===== config.mk =====
export PLATFORM = sky130hd
export DESIGN_NAME = dma_buffer_status_regs
export DESIGN_NICKNAME = d
export VERILOG_FILES = /design/src/hdl/dma_buf_pkg.sv /design/src/hdl/chan_if.sv /design/src/hdl/dma_chan_track.sv /design/src/hdl/dma_buffer_status_regs.sv
export VERILOG_INCLUDE_DIRS = /design/src /design/src/hdl
export SDC_FILE = /design/constraint.sdc
export NUM_CORES = 1
export LEC_CHECK = 0
export BUFFER_PORTS_ARGS = -buffer_cell sky130_fd_sc_hd__clkbuf_2
export CELL_PAD_IN_SITES_DETAIL_PLACEMENT = 0
export CELL_PAD_IN_SITES_GLOBAL_PLACEMENT = 1
export CORE_ASPECT_RATIO = 2
export CORE_MARGIN = 1.5
export CORE_UTILIZATION = 38
export DETAILED_ROUTE_END_ITERATION = 10
export GPL_TIMING_DRIVEN = 0
export PLACE_DENSITY = 0.75
export SYNTH_ARGS = -nofsm -noshare
export SYNTH_HDL_FRONTEND = slang
export SYNTH_SLANG_ARGS = --single-unit

===== constraint.sdc =====
create_clock -name sys_clk_i -period 2.45 [get_ports sys_clk_i]
set_clock_uncertainty 0.1 [all_clocks]
set_input_delay 0.6125 -clock sys_clk_i [delete_from_list [all_inputs] [get_ports sys_clk_i]]
set_output_delay 0.6125 -clock sys_clk_i [all_outputs]
set_load 0.01 [all_outputs]

===== src/hdl/dma_buf_defs.svh =====
`ifndef DMA_BUF_DEFS_SVH
`define DMA_BUF_DEFS_SVH
`define CH0_WR_INDEX_HI_OFS 16'hffbb
`define CH0_WR_INDEX_LO_OFS 16'hffbc
`define CH1_WR_INDEX_HI_OFS 16'hffb7
`define CH1_WR_INDEX_LO_OFS 16'hffb8
`define CH0_RD_INDEX_HI_OFS 16'hffb9
`define CH0_RD_INDEX_LO_OFS 16'hffba
`define CH1_RD_INDEX_HI_OFS 16'hffb5
`define CH1_RD_INDEX_LO_OFS 16'hffb6
`define CH0_FILL_LO_OFS 16'hffeb
`define CH0_FILL_HI_OFS 16'hffec
`define CH1_FILL_LO_OFS 16'hfff3
`define CH1_FILL_HI_OFS 16'hfff4
`define BULK_TOTAL_HI_OFS 16'hfff1
`define BULK_TOTAL_LO_OFS 16'hfff2
`define CH0_CTL_OFS 16'hffe8
`define CH1_CTL_OFS 16'hffee
`define CTL_ENABLE_BIT 7
`define CTL_HSK_BIT 6
`define CTL_RESET 8'h00
`define BULK_TOTAL_RESET 16'h0000
`define FILL_RESET 16'h0000
`define INDEX_RESET 11'h000
`endif


===== src/hdl/dma_buf_pkg.sv =====
`default_nettype none
package dma_buf_pkg;
  typedef logic [15:0] addr_t;
  typedef logic [7:0] byte_t;
  typedef logic [10:0] index_t;
  typedef logic [15:0] count_t;
  typedef enum logic {CH_IDLE, CH_RUN} ch_state_t;
endpackage
`default_nettype wire


===== src/hdl/chan_if.sv =====
`timescale 1ns/1ps
`default_nettype none
interface chan_if;
  logic sof;
  logic pkt_done;
  logic byte_taken;
  logic [15:0] fill_in;
  logic ctl_we;
  logic [7:0] ctl_wdata;
  logic [7:0] ctl_q;
  logic [15:0] fill_q;
  logic [10:0] rd_index;
  logic irq;
  logic hs_done;
  logic en;
  modport track (input sof, pkt_done, byte_taken, fill_in, ctl_we, ctl_wdata,
                 output ctl_q, fill_q, rd_index, irq, hs_done, en);
  modport top (output sof, pkt_done, byte_taken, fill_in, ctl_we, ctl_wdata,
               input ctl_q, fill_q, rd_index, irq, hs_done, en);
endinterface
`default_nettype wire


===== src/hdl/dma_chan_track.sv =====
`timescale 1ns/1ps
`default_nettype none
`include "dma_buf_defs.svh"
module dma_chan_track (
  // clock and reset
  input wire logic sys_clk_i,
  input wire logic rst_n_i,
  // channel link to the register bank
  chan_if.track ch
);
  import dma_buf_pkg::*;

  ch_state_t state_r, state_nxt;
  logic hsk_r, hsk_nxt;
  logic [3:0] ep_r, ep_nxt;
  logic [15:0] fill_r, fill_nxt;
  logic [10:0] rd_r, rd_nxt;
  logic irq_r, irq_nxt;
  logic hs_r, hs_nxt;
  logic done_now;

  always_comb
  begin
    state_nxt = state_r;
    hsk_nxt = hsk_r;
    ep_nxt = ep_r;
    fill_nxt = fill_r;
    rd_nxt = rd_r;
    done_now = (state_r == CH_RUN) && hsk_r && ch.pkt_done;
    irq_nxt = done_now;
    hs_nxt = done_now;
    if (ch.sof)
    begin
      fill_nxt = ch.fill_in;
    end
    if ((state_r == CH_RUN) && ch.byte_taken)
    begin
      rd_nxt = rd_r + 11'h001;
    end
    case (state_r)
      CH_IDLE: state_nxt = CH_IDLE;
      CH_RUN:
      begin
        if (done_now)
        begin
          state_nxt = CH_IDLE;
        end
      end
      default: state_nxt = CH_IDLE;
    endcase
    // a software write in the same cycle wins so a re-arm is never lost
    if (ch.ctl_we)
    begin
      state_nxt = ch.ctl_wdata[`CTL_ENABLE_BIT] ? CH_RUN : CH_IDLE;
      hsk_nxt = ch.ctl_wdata[`CTL_HSK_BIT];
      ep_nxt = ch.ctl_wdata[3:0];
    end
  end

  always_ff @(posedge sys_clk_i or negedge rst_n_i)
  begin
    if (!rst_n_i)
    begin
      state_r <= CH_IDLE;
      hsk_r <= 1'b0;
      ep_r <= 4'h0;
      fill_r <= `FILL_RESET;
      rd_r <= `INDEX_RESET;
      irq_r <= 1'b0;
      hs_r <= 1'b0;
    end
    else
    begin
      state_r <= state_nxt;
      hsk_r <= hsk_nxt;
      ep_r <= ep_nxt;
      fill_r <= fill_nxt;
      rd_r <= rd_nxt;
      irq_r <= irq_nxt;
      hs_r <= hs_nxt;
    end
  end

  assign ch.en = (state_r == CH_RUN);
  assign ch.ctl_q = {ch.en, hsk_r, 2'b00, ep_r};
  assign ch.fill_q = fill_r;
  assign ch.rd_index = rd_r;
  assign ch.irq = irq_r;
  assign ch.hs_done = hs_r;
endmodule // dma_chan_track
`default_nettype wire


===== src/hdl/dma_buffer_status_regs.sv =====
`timescale 1ns/1ps
`default_nettype none
`include "dma_buf_defs.svh"
module dma_buffer_status_regs (
  // clock and reset
  input wire logic sys_clk_i,
  input wire logic rst_n_i,
  // microcontroller register port
  input wire dma_buf_pkg::addr_t mcu_addr_i,
  input wire logic mcu_wr_i,
  input wire logic mcu_rd_i,
  input wire dma_buf_pkg::byte_t mcu_wdata_i,
  output dma_buf_pkg::byte_t mcu_rdata_o,
  // buffer manager and frame timing
  input wire logic sof_i,
  input wire logic [1:0][10:0] manager_write_index_i,
  input wire logic [1:0][15:0] iso_fill_i,
  // dma engine
  input wire logic [1:0] pkt_done_i,
  input wire logic [1:0] byte_taken_i,
  output logic [1:0] channel_enable_o,
  output logic [1:0] packet_handshake_enable_o,
  output logic [1:0] packet_irq_o,
  output dma_buf_pkg::count_t bulk_packets_remaining_o
);
  import dma_buf_pkg::*;

  localparam addr_t CTL_ADDR [2] = '{`CH0_CTL_OFS, `CH1_CTL_OFS};

  chan_if ch_if [2] ();
  byte_t rdata_r, rdata_nxt;
  count_t bulk_r, bulk_nxt;
  logic [1:0] dec_req;
  logic [1:0] dec_amt;
  logic [1:0][7:0] ctl_q;
  logic [1:0][15:0] fill_q;
  logic [1:0][10:0] rd_q;
  logic [1:0][10:0] wr_q;

  ////////////////////////////////////////////////////////////////////////////
  genvar g;
  generate
    for (g = 0; g < 2; g++)
    begin : g_ch
      assign ch_if[g].sof = sof_i;
      assign ch_if[g].pkt_done = pkt_done_i[g];
      assign ch_if[g].byte_taken = byte_taken_i[g];
      assign ch_if[g].fill_in = iso_fill_i[g];
      assign ch_if[g].ctl_we = mcu_wr_i && (mcu_addr_i == CTL_ADDR[g]);
      assign ch_if[g].ctl_wdata = mcu_wdata_i;
      assign ctl_q[g] = ch_if[g].ctl_q;
      assign fill_q[g] = ch_if[g].fill_q;
      assign rd_q[g] = ch_if[g].rd_index;
      assign dec_req[g] = ch_if[g].hs_done;
      assign channel_enable_o[g] = ch_if[g].en;
      assign packet_handshake_enable_o[g] = ch_if[g].ctl_q[`CTL_HSK_BIT];
      assign packet_irq_o[g] = ch_if[g].irq;
      assign wr_q[g] = manager_write_index_i[g];
      dma_chan_track u_track (
        .sys_clk_i(sys_clk_i),
        .rst_n_i(rst_n_i),
        .ch(ch_if[g])
      );
    end
  endgenerate

  ////////////////////////////////////////////////////////////////////////////
  // both channels may finish a packet in one cycle
  assign dec_amt = {1'b0, dec_req[0]} + {1'b0, dec_req[1]};

  always_comb
  begin
    bulk_nxt = bulk_r;
    if (bulk_r >= {14'h0000, dec_amt})
    begin
      bulk_nxt = bulk_r - {14'h0000, dec_amt};
    end
    else
    begin
      bulk_nxt = 16'h0000;
    end
    // a software byte write replaces that byte, the other keeps the decrement
    if (mcu_wr_i && (mcu_addr_i == `BULK_TOTAL_LO_OFS))
    begin
      bulk_nxt[7:0] = mcu_wdata_i;
    end
    if (mcu_wr_i && (mcu_addr_i == `BULK_TOTAL_HI_OFS))
    begin
      bulk_nxt[15:8] = mcu_wdata_i;
    end
  end

  always_comb
  begin
    rdata_nxt = rdata_r;
    if (mcu_rd_i)
    begin
      case (mcu_addr_i)
        `CH0_FILL_LO_OFS: rdata_nxt = fill_q[0][7:0];
        `CH0_FILL_HI_OFS: rdata_nxt = fill_q[0][15:8];
        `CH1_FILL_LO_OFS: rdata_nxt = fill_q[1][7:0];
        `CH1_FILL_HI_OFS: rdata_nxt = fill_q[1][15:8];
        `BULK_TOTAL_LO_OFS: rdata_nxt = bulk_r[7:0];
        `BULK_TOTAL_HI_OFS: rdata_nxt = bulk_r[15:8];
        `CH0_WR_INDEX_LO_OFS: rdata_nxt = wr_q[0][7:0];
        `CH0_WR_INDEX_HI_OFS: rdata_nxt = {5'h00, wr_q[0][10:8]};
        `CH1_WR_INDEX_LO_OFS: rdata_nxt = wr_q[1][7:0];
        `CH1_WR_INDEX_HI_OFS: rdata_nxt = {5'h00, wr_q[1][10:8]};
        `CH0_RD_INDEX_LO_OFS: rdata_nxt = rd_q[0][7:0];
        `CH0_RD_INDEX_HI_OFS: rdata_nxt = {5'h00, rd_q[0][10:8]};
        `CH1_RD_INDEX_LO_OFS: rdata_nxt = rd_q[1][7:0];
        `CH1_RD_INDEX_HI_OFS: rdata_nxt = {5'h00, rd_q[1][10:8]};
        `CH0_CTL_OFS: rdata_nxt = ctl_q[0];
        `CH1_CTL_OFS: rdata_nxt = ctl_q[1];
        default: rdata_nxt = 8'h00;
      endcase
    end
  end

  always_ff @(posedge sys_clk_i or negedge rst_n_i)
  begin
    if (!rst_n_i)
    begin
      bulk_r <= `BULK_TOTAL_RESET;
      rdata_r <= 8'h00;
    end
    else
    begin
      bulk_r <= bulk_nxt;
      rdata_r <= rdata_nxt;
    end
  end

  assign mcu_rdata_o = rdata_r;
  assign bulk_packets_remaining_o = bulk_r;
endmodule // dma_buffer_status_regs
`default_nettype wire


# Word-level counts from Yosys, hierarchy flattened
# Cells that the tools add are included.
dict set report totals {
  reg_bits 92
  in_bits 87
  out_inout_bits 30
  elab_cells 58
}
dict set report op_classes {
  add_sub_neg 4
  magnitude_cmp 1
  n_eq_ne 16
  n_mux 11
  bitwise 2
  reduce_logical 10
}
# op n
set op_table {}
lappend op_table {{== test 16 bit (second input constant)} 16}
lappend op_table {{case mux 8 bit (16 select lines)} 1}
lappend op_table {{adder 11 x 1 -> 11 bit (second input constant)} 2}
lappend op_table {{greater-or-equal comparator 16 x 2 -> 1 bit} 1}
lappend op_table {{2-to-1 mux 16 bit} 1}
lappend op_table {{2-to-1 mux 8 bit} 2}
lappend op_table {{subtractor 16 x 2 -> 16 bit} 1}
lappend op_table {{logical AND 1 bit} 10}
lappend op_table {{2-to-1 mux 1 bit} 5}
lappend op_table {{case mux 1 bit (2 select lines)} 2}
lappend op_table {{adder 1 x 1 -> 2 bit} 1}
lappend op_table {{inverter 1 bit} 2}

# Depth between registers and ports, before layout
# Gate-level depths: netlist of run 1.
dict set report logic_depth {
  depth_word 5
  ltp_mapped 9
  mapped_depth_nobuf 8
}

# Modules after synthesis
# Synthesis of run 1 repeated with hierarchy kept, for this count alone.
dict set report hier_totals {
  cells_unflattened 461
  hier_area_um2 5231.3
}
# mod instances cells_per_inst area_each_um2 seq_area_each_um2
set modules_own_cells {}
lappend modules_own_cells {dma_chan_track 2 100 1400.1 850.8}
lappend modules_own_cells {dma_buffer_status_regs 1 261 2431.1 600.6}

# Worst setup path after synthesis of run 1
# No wires, ideal clock.
dict set report synth_timing {
  kind {register to register}
  from {register g_ch[0].u_track.ch.irq (netlist name)}
  to {register bulk_r[10], in the netlist bulk_packets_remaining_o[10]}
  setup_ps 135
  t_arrival_ps 2299
  required_ps 2215
  path_slack_ps -85
  stages_incl_launch_ff 10
  n_path_buf 2
  synth_period_minus_slack_ps 2535
  path_cell_list {dfrtp_1 ha_1 ha_1 fa_1 or4b_1 nor2_1 and3_1 buf_2 buf_2 o31ai_1}
}
# element line_no
set synth_lines {}
lappend synth_lines {{end signal: assignment} dma_buffer_status_regs.sv:124} ;# bulk_r <= `BULK_TOTAL_RESET;
lappend synth_lines {{end signal: assignment} dma_buffer_status_regs.sv:129} ;# bulk_r <= bulk_nxt;
lappend synth_lines {{end: declaration} dma_buffer_status_regs.sv:32} ;# count_t bulk_r, bulk_nxt;

==> results of run 1 <==
==> worst register-to-register path: cells and delay by family, from the launching register on <==
family | cells | cell delay, ns
simple gates | 3 | 0.72
fa+ha+maj | 3 | 0.61
mux | 2 | 0.53
flops | 1 | 0.41
==> report_power, final <==
group          internal (mW)  switching [mW]
Sequential              1.58          0.0452
Combinational          0.157           0.190
Clock                  0.889           0.592
==> cell families after synthesis <==
family                     count (synthesis)  synth area share, %
xor gates and xnor gates                  31                 5.31
and+or+nand+nor                          164                 17.9
muxes                                     66                 14.4
adders and majority gates                  6                 1.62
AOI/OAI and AO/OA                         83                 11.8
buffers and inverters                     45                 3.92
DFF                                       92                 45.1
==> synth_stat cells, drive strengths merged (8+ instances only) <==
| master | instances | area [um^2] |
|---|---|---|
| a21oi | 8 | 40.0 |
| o31ai | 10 | 90.1 |
| nor3 | 18 | 100 |
| nand2 | 34 | 128 |
| xnor2 | 26 | 228 |
| nand3 | 26 | 130 |
| nand4 | 11 | 68.8 |
| inv | 10 | 37.5 |
| o22ai | 11 | 68.8 |
| a22oi | 15 | 113 |
| buf | 18 | 98.8 |
| clkbuf | 17 | 63.8 |
| dfrtp | 92 | 2300 |
| mux2 | 60 | 676 |
| nor2 | 25 | 93.8 |
==> per-stage QoR <==
step                hold slack, ns  power (mW)  worst slack [ns]  utilization, %
global placement             0.359        1.98            -0.456            44.9
CTS                          0.249        3.47           -0.0365            48.1
global route                 0.271        3.56           -0.0920            48.5
floorplan                    0.217        1.79          0.000124               -
detailed placement           0.365        2.00            -0.435            45.2
finish                       0.214        3.45           -0.0438            48.5
==> repair_timing <==
item | CTS | global route
pin swaps | 3 | 2
endpoints found under the setup margin | 18 | 28
gates resized for setup | 11 | 10
gates cloned | 0 | 1
setup buffers | 3 | 2
==> cell type report <==
type / instances / area, um^2
plain buffers: 35 / 185
clock buffers: 11 / 233
clock inverters: 4 / 75.1
fillers: 1243 / 6730
inverters: 10 / 37.5
multi-input cells: 350 / 2660
flip-flops and latches: 92 / 2300
well taps: 152 / 190
repair buffers: 120 / 658
==> how the worst max path moves through the flow <==
stage | start | to | slack (ns) | cells after the start
2_1_floorplan | g_ch[0].u_track.ch.irq$_DFF_PN0_ | bulk_packets_remaining_o[14]$_DFF_PN0_ | 0.0001 | 8
3_3_place_gp | rst_n_i | g_ch[0].u_track.ch.fill_q[1]$_DFFE_PN0P_ | -0.46 | 1
3_5_place_dp | mcu_addr_i[1] | mcu_rdata_o[4]$_DFFE_PN0P_ | -0.43 | 7
4_1_cts | g_ch[0].u_track.ch.irq$_DFF_PN0_ | bulk_packets_remaining_o[14]$_DFF_PN0_ | -0.04 | 8
5_1_grt | g_ch[0].u_track.ch.irq$_DFF_PN0_ | bulk_packets_remaining_o[14]$_DFF_PN0_ | -0.09 | 8
6_report | g_ch[1].u_track.ch.irq$_DFF_PN0_ | bulk_packets_remaining_o[14]$_DFF_PN0_ | -0.04 | 8
==> per-layer routing <==
| layer | vias to the layer above | share of wire (%) | wire length (um) | track usage, % |
|---|---|---|---|---|
| li1 | 2053 | - | - | - |
| met5 | - | 0 | 0 | 0 |
| met4 | 0 | 6.9 | 1160 | 16.6 |
| met2 | 160 | 54 | 9190 | 44.0 |
| met1 | 2198 | 34 | 5820 | 24.8 |
| met3 | 61 | 4.2 | 711 | 4.31 |
==> state kept, by name, indices dropped and copies added (netlist names) <==
| name | flops |
|---|---|
| g_ch.u_track.ch.fill_q | 32 |
| g_ch.u_track.ch.rd_index | 22 |
| bulk_packets_remaining_o | 16 |
| g_ch.u_track.ep_r | 8 |
| mcu_rdata_o | 8 |
| g_ch.u_track.ch.en | 2 |
| g_ch.u_track.ch.irq | 2 |
| g_ch.u_track.hsk_r | 2 |
==> results.md, run 1 <==
- Clock slew at reported path FFs: 0.07 ns
- Predominant post-synthesis flop cell: dfrtp_1
- Worst Max-Slew Pin Slew: 0.756 ns
- #FFs+latches synth: 92
- Commonest cells after routing, fill and taps aside: clkbuf_2, dfrtp_1, mux2_2, nand2_1
- Nets: 711
- Syn avg cell area: 10.5 um^2
- Setup TNS: -0.0503 ns
- Final min period: 2.49 ns
- Antenna violations before repair: 0
- Yosys cell types: 57
- RSZ-0062 raised after global routing: true
- Hpwl dp: 13400 um
- GRT Util Overall: 24.4%
- DRT iter0 DRCs: 263
- Die ar.: 0.0142 mm^2
- Startpoint Class: register
- R2R depth: 8
- CP Class: register to register
- Setup ws final: -0.0438 ns
- First-pass GRT wire length: 25700 um
- # rows: 59
- WP buf/inv: 0
- Max rail drop VDD: 0.298 mV
- Starting density of the core: 39.1%
- Period utilization: 102%
- # setup viols final: 2
- PwrDens: 544 mW/mm^2
- Commonest non-fill, non-tap cell in the layout: clkbuf_2
- H-tree levels: 3
- Cell Area, Synth: 0.00511 mm^2
- # DRC: 7
- Lkg Pwr: 2.75 nW
- Vias in the first global route: 4672
- Grt ovf: 0
- Root Buffer Master: clkbuf_16
- Max-cap viol count: 0
- Crit-path cells: ha_4 > ha_4 > fa_2 > or4b_4 > nor2_4 > nand2_1 > mux2_2 > mux2_2
- Largest net degree at the start of global routing: 48
- Post-route non-filler standard cell count: 774
- Violated checks: DRC, setup timing
- CP required: 2.58 ns
- Fin area: 0.00634 mm^2
- Die width: 85.0 um
- Dpl cells: 753
- 1st-pass router iterations: 8
- Status: finished, violations left
- Cell Area, Placed: 0.00590 mm^2
- Post-synth ARST share: 100%
- Largest delay share family, worst path: simple AND/OR/NAND/NOR gates
- Critical Path Max Stage Delay: 0.51 ns
- Worst hold path class: input pin to async pin
- Vias/cell: 5.78
- FF-to-FF setup slack: -0.04 ns
- Synth warn: 0
- Drt wl/cell: 21.8 um
- Post-DRT Antenna Nets: 0
- Worst skew pair latency: 0.35 ns
- P&R area growth vs syn: 24.1%
- Hold_buf cts: 0
- CTS max path bufs: 2
- Share of post-route cells with drive strength above 1: 36.8%
- Reg-to-reg startpoint: g_ch[1].u_track.ch.irq$_DFF_PN0_
- DR vias: 4472
- Synthesized Nets: 580
- Routed wire length: 16900 um
- Seq/Total Area, Yosys: 45.1%
- Crit. End Element: register
- Hold Violations, Final: 0
- Final GP Congestion: 0.995
- CTS tree: built
- Slew headroom: 49.6%
- Cells after Synth: 487
- Slew Limit Fails: 0
- Antenna Cells: 0
- Peak fanout along the critical path: 4
- Core area: 0.0131 mm^2
- Worst r2r dst: bulk_packets_remaining_o[14]$_DFF_PN0_
- Top Ports: 117
- CTS Sinks: 92
- CP max-delay cell: or4b_4
- Chip height: 167 um
- Post-synth EDFFs: 0
- Cts bufs inserted: 9
- FMAX: 401 MHz
- IO buf count: 113
- Arr. time, crit path: 2.63 ns
Power figures use the tool's default switching activity.
==> inputs of run 2 (changes only) <==
CORE_UTILIZATION = 45   (was 38)
PLACE_DENSITY = 0.83   (was 0.75)
clock period = 3 ns   (was 2.45 ns; I/O delays follow)
==> run 2 against run 1 <==
Compared with the run above:
- the run now ends clean
- via count up 0.40%
- worst setup slack gained 0.18 ns
- clock power decreased by 19%
- design area down 2.3%
- power fell by 19%
- sequential power shrank 19%
- critical path depth is 1 higher
- global-route usage grew 4.9 points
- cell count fell by 2.3%
- sequential share of layout area rose by 0.86 points
- highest routed layer unchanged
==> results.md, run 2 (same netlist as run 1, synthesis figures left out) <==
- CTS max path bufs: 2 (unchanged)
- Hold Violations, Final: 0 (unchanged)
- Root Buffer Master: clkbuf_16
- Lkg Pwr: 2.69 nW (-2.1%)
- Commonest cells after routing, fill and taps aside: clkbuf_2, dfrtp_1, mux2_2, nand2_1
- Postcts setup bufs: 0 (-3)
- Hpwl dp: 13400 um (+0.67%)
- Antenna Cells: 0 (unchanged)
- # DRC: 0 (-7)
- Fill count: 1023 (-18%)
- Post-DRT Antenna Nets: 0 (unchanged)
- Slew headroom: 47.6% (-2.0 points)
- Crit. End Element: register
- IO buf count: 113 (unchanged)
- PwrDens: 453 mW/mm^2 (-17%)
- Worst Max-Slew Pin Slew: 0.783 ns (+0.0274 ns)
- Routed wire length: 17000 um (+0.49%)
- Worst skew pair latency: 0.34 ns (about the same)
- DR vias: 4490 (+0.40%)
- CP required: 3.12 ns (+0.54 ns)
- Total power: 2.81 mW (-19%)
- Fin area: 0.00619 mm^2 (-2.3%)
- Die width: 78.3 um (-7.8%)
- Max-cap viol count: 0 (unchanged)
- Setup TNS: 0 ns (+0.0503 ns)
- Grt met3 use: 4.15% (-0.16 points)
- Met2 Resource Use GR: 54.8% (+11 points)
- Hold_buf cts: 0 (unchanged)
- CTS tree: built
- Reg-to-reg startpoint: g_ch[0].u_track.ch.irq$_DFF_PN0_
- Worst hold path class: input pin to async pin
- CP Launch Point: g_ch[0].u_track.ch.irq$_DFF_PN0_
- Status: complete, no violations
- # setup viols final: 0 (-2)
- Drt wl/cell: 22.4 um (+2.9%)
- Slew Limit Fails: 0 (unchanged)
- Clock slew at reported path FFs: 0.07 ns (about the same)
- Starting density of the core: 46.4% (+7.3 points)
- Worst r2r dst: bulk_packets_remaining_o[9]$_DFF_PN0_
- Core area: 0.0110 mm^2 (-16%)
- Max rail drop VDD: 0.278 mV (-6.9%)
- First-pass GRT wire length: 25800 um (+0.35%)
- Commonest non-fill, non-tap cell in the layout: clkbuf_2
- Final GP Congestion: 0.970 (-2.5%)
- Met1 usage: 29.8% (+5.1 points)
- Startpoint Class: register
- R2R depth: 9 (+1)
- RSZ-0062 raised after global routing: false
- Cts bufs inserted: 9 (unchanged)
- Vias in the first global route: 4708 (+0.77%)
- CTS Sinks: 92 (unchanged)
- FMAX: 350 MHz (-13%)
- Die ar.: 0.0120 mm^2 (-15%)
- Chip height: 154 um (-8.0%)
- H-tree levels: 3 (unchanged)
- Vias/cell: 5.94 (+2.8%)
- Share of post-route cells with drive strength above 1: 34.7% (-2.1 points)
- Final min period: 2.86 ns (+0.366 ns)
- Multi-input gate area: 0.00261 mm^2 (-1.8%)
- Nets: 705 (-0.84%)
- Peak fanout along the critical path: 10 (+6)
- Cell Area, Placed: 0.00588 mm^2 (-0.40%)
- Period utilization: 95.3% (-6.5 points)
- Top Ports: 117 (unchanged)
- GRT Util Overall: 29.3% (+4.9 points)
- Antenna violations before repair: 0 (unchanged)
- Register Area: 0.00230 mm^2 (unchanged)
- CP Class: register to register
- GRT busiest layer: met2
- 1st-pass router iterations: 4 (-4)
- FF-to-FF setup slack: 0.14 ns (+0.18 ns)
- Arr. time, crit path: 2.98 ns (+0.35 ns)
- Grt ovf: 0 (unchanged)
- Largest register FFs: 32 (unchanged)
- Largest net degree at the start of global routing: 48 (unchanged)
- # rows: 54 (-8.5%)
- P&R area growth vs syn: 21.3%
- Worst setup path endpoint: bulk_packets_remaining_o[9]$_DFF_PN0_
- DRT iter0 DRCs: 265 (+0.76%)
run 2: cell types whose count changed in the layout (fill, tap and decap cells not counted), moves of 2 or more:
cell,previous run,this run
ha_4,2,0
buf_4,11,6
clkbuf_2,115,113
ha_1,3,5
clkbuf_1,16,19
run 2: report_power, final:
| group | total [mW] | switching [mW] | internal, mW |
|---|---|---|---|
| combinational | 0.278 | 0.151 | 0.127 |
| sequential | 1.32 | 0.0358 | 1.29 |
| clock | 1.20 | 0.478 | 0.726 |
| total | 2.81 | 0.665 | 2.14 |
run 2: metal layers:
layer,up-vias,share of wire (%)
met5,-,0
met2,168,57
met4,0,5.7
met3,43,4.0
li1,2052,-
met1,2227,34
run 2: critical path: stages, from the launching register on:
cell and delay, ns:
dfrtp_1 0.39, ha_1 0.29, ha_1 0.18, fa_1 0.26, or4b_4 0.54, nor2_2 0.20, and3_1 0.17, buf_2 0.17
buf_2 0.28, o31ai_1 0.14
run 2: stage by stage:
step | util, % | hold WS [ns] | worst slack [ns] | instances
floorplan | - | 0.342 | 0.465 | 487
global placement | 53.1 | 0.357 | -0.133 | 740
detailed placement | 53.4 | 0.358 | -0.157 | 741
CTS | 56.2 | 0.371 | 0.0154 | 756
global route | 56.2 | 0.386 | 0.0210 | 756
finish | 56.2 | 0.365 | 0.140 | 756
run 2: final cells by class:
| type | count | share of cell area [%] |
|---|---|---|
| Sequential cell | 92 | 37.2 |
| Buffer | 35 | 2.65 |
| Multi-Input combinational cell | 350 | 42.2 |
| Inverter | 10 | 0.606 |
| Clock inverter | 4 | 1.21 |
| Clock buffer | 11 | 3.76 |
| Tap cell | 140 | 2.83 |
| Timing Repair Buffer | 114 | 9.61 |
run 2: how the worst min path moves through the flow:
| stage | startpoint | endpoint | slack [ns] |
|---|---|---|---|
| after floorplan | g_ch[1].u_track.ch.rd_index[10]$_DFFE_PN0P_ | g_ch[1].u_track.ch.rd_index[10]$_DFFE_PN0P_ | 0.34 |
| after global placement | g_ch[1].u_track.ch.rd_index[10]$_DFFE_PN0P_ | g_ch[1].u_track.ch.rd_index[10]$_DFFE_PN0P_ | 0.36 |
| after detailed placement | g_ch[1].u_track.ch.rd_index[10]$_DFFE_PN0P_ | g_ch[1].u_track.ch.rd_index[10]$_DFFE_PN0P_ | 0.36 |
| after CTS | g_ch[1].u_track.ch.rd_index[10]$_DFFE_PN0P_ | g_ch[1].u_track.ch.rd_index[10]$_DFFE_PN0P_ | 0.37 |
| after global routing | g_ch[1].u_track.ch.rd_index[10]$_DFFE_PN0P_ | g_ch[1].u_track.ch.rd_index[10]$_DFFE_PN0P_ | 0.39 |
| final | rst_n_i | g_ch[1].u_track.ch.fill_q[4]$_DFFE_PN0P_ | 0.36 |
run 2: repair_timing:
| item | 4_1_cts | 5_1_grt |
|---|---|---|
| resized for setup | 1 | 2 |
| cloned | 0 | 0 |
| endpoints found under the setup margin | 10 | 11 |
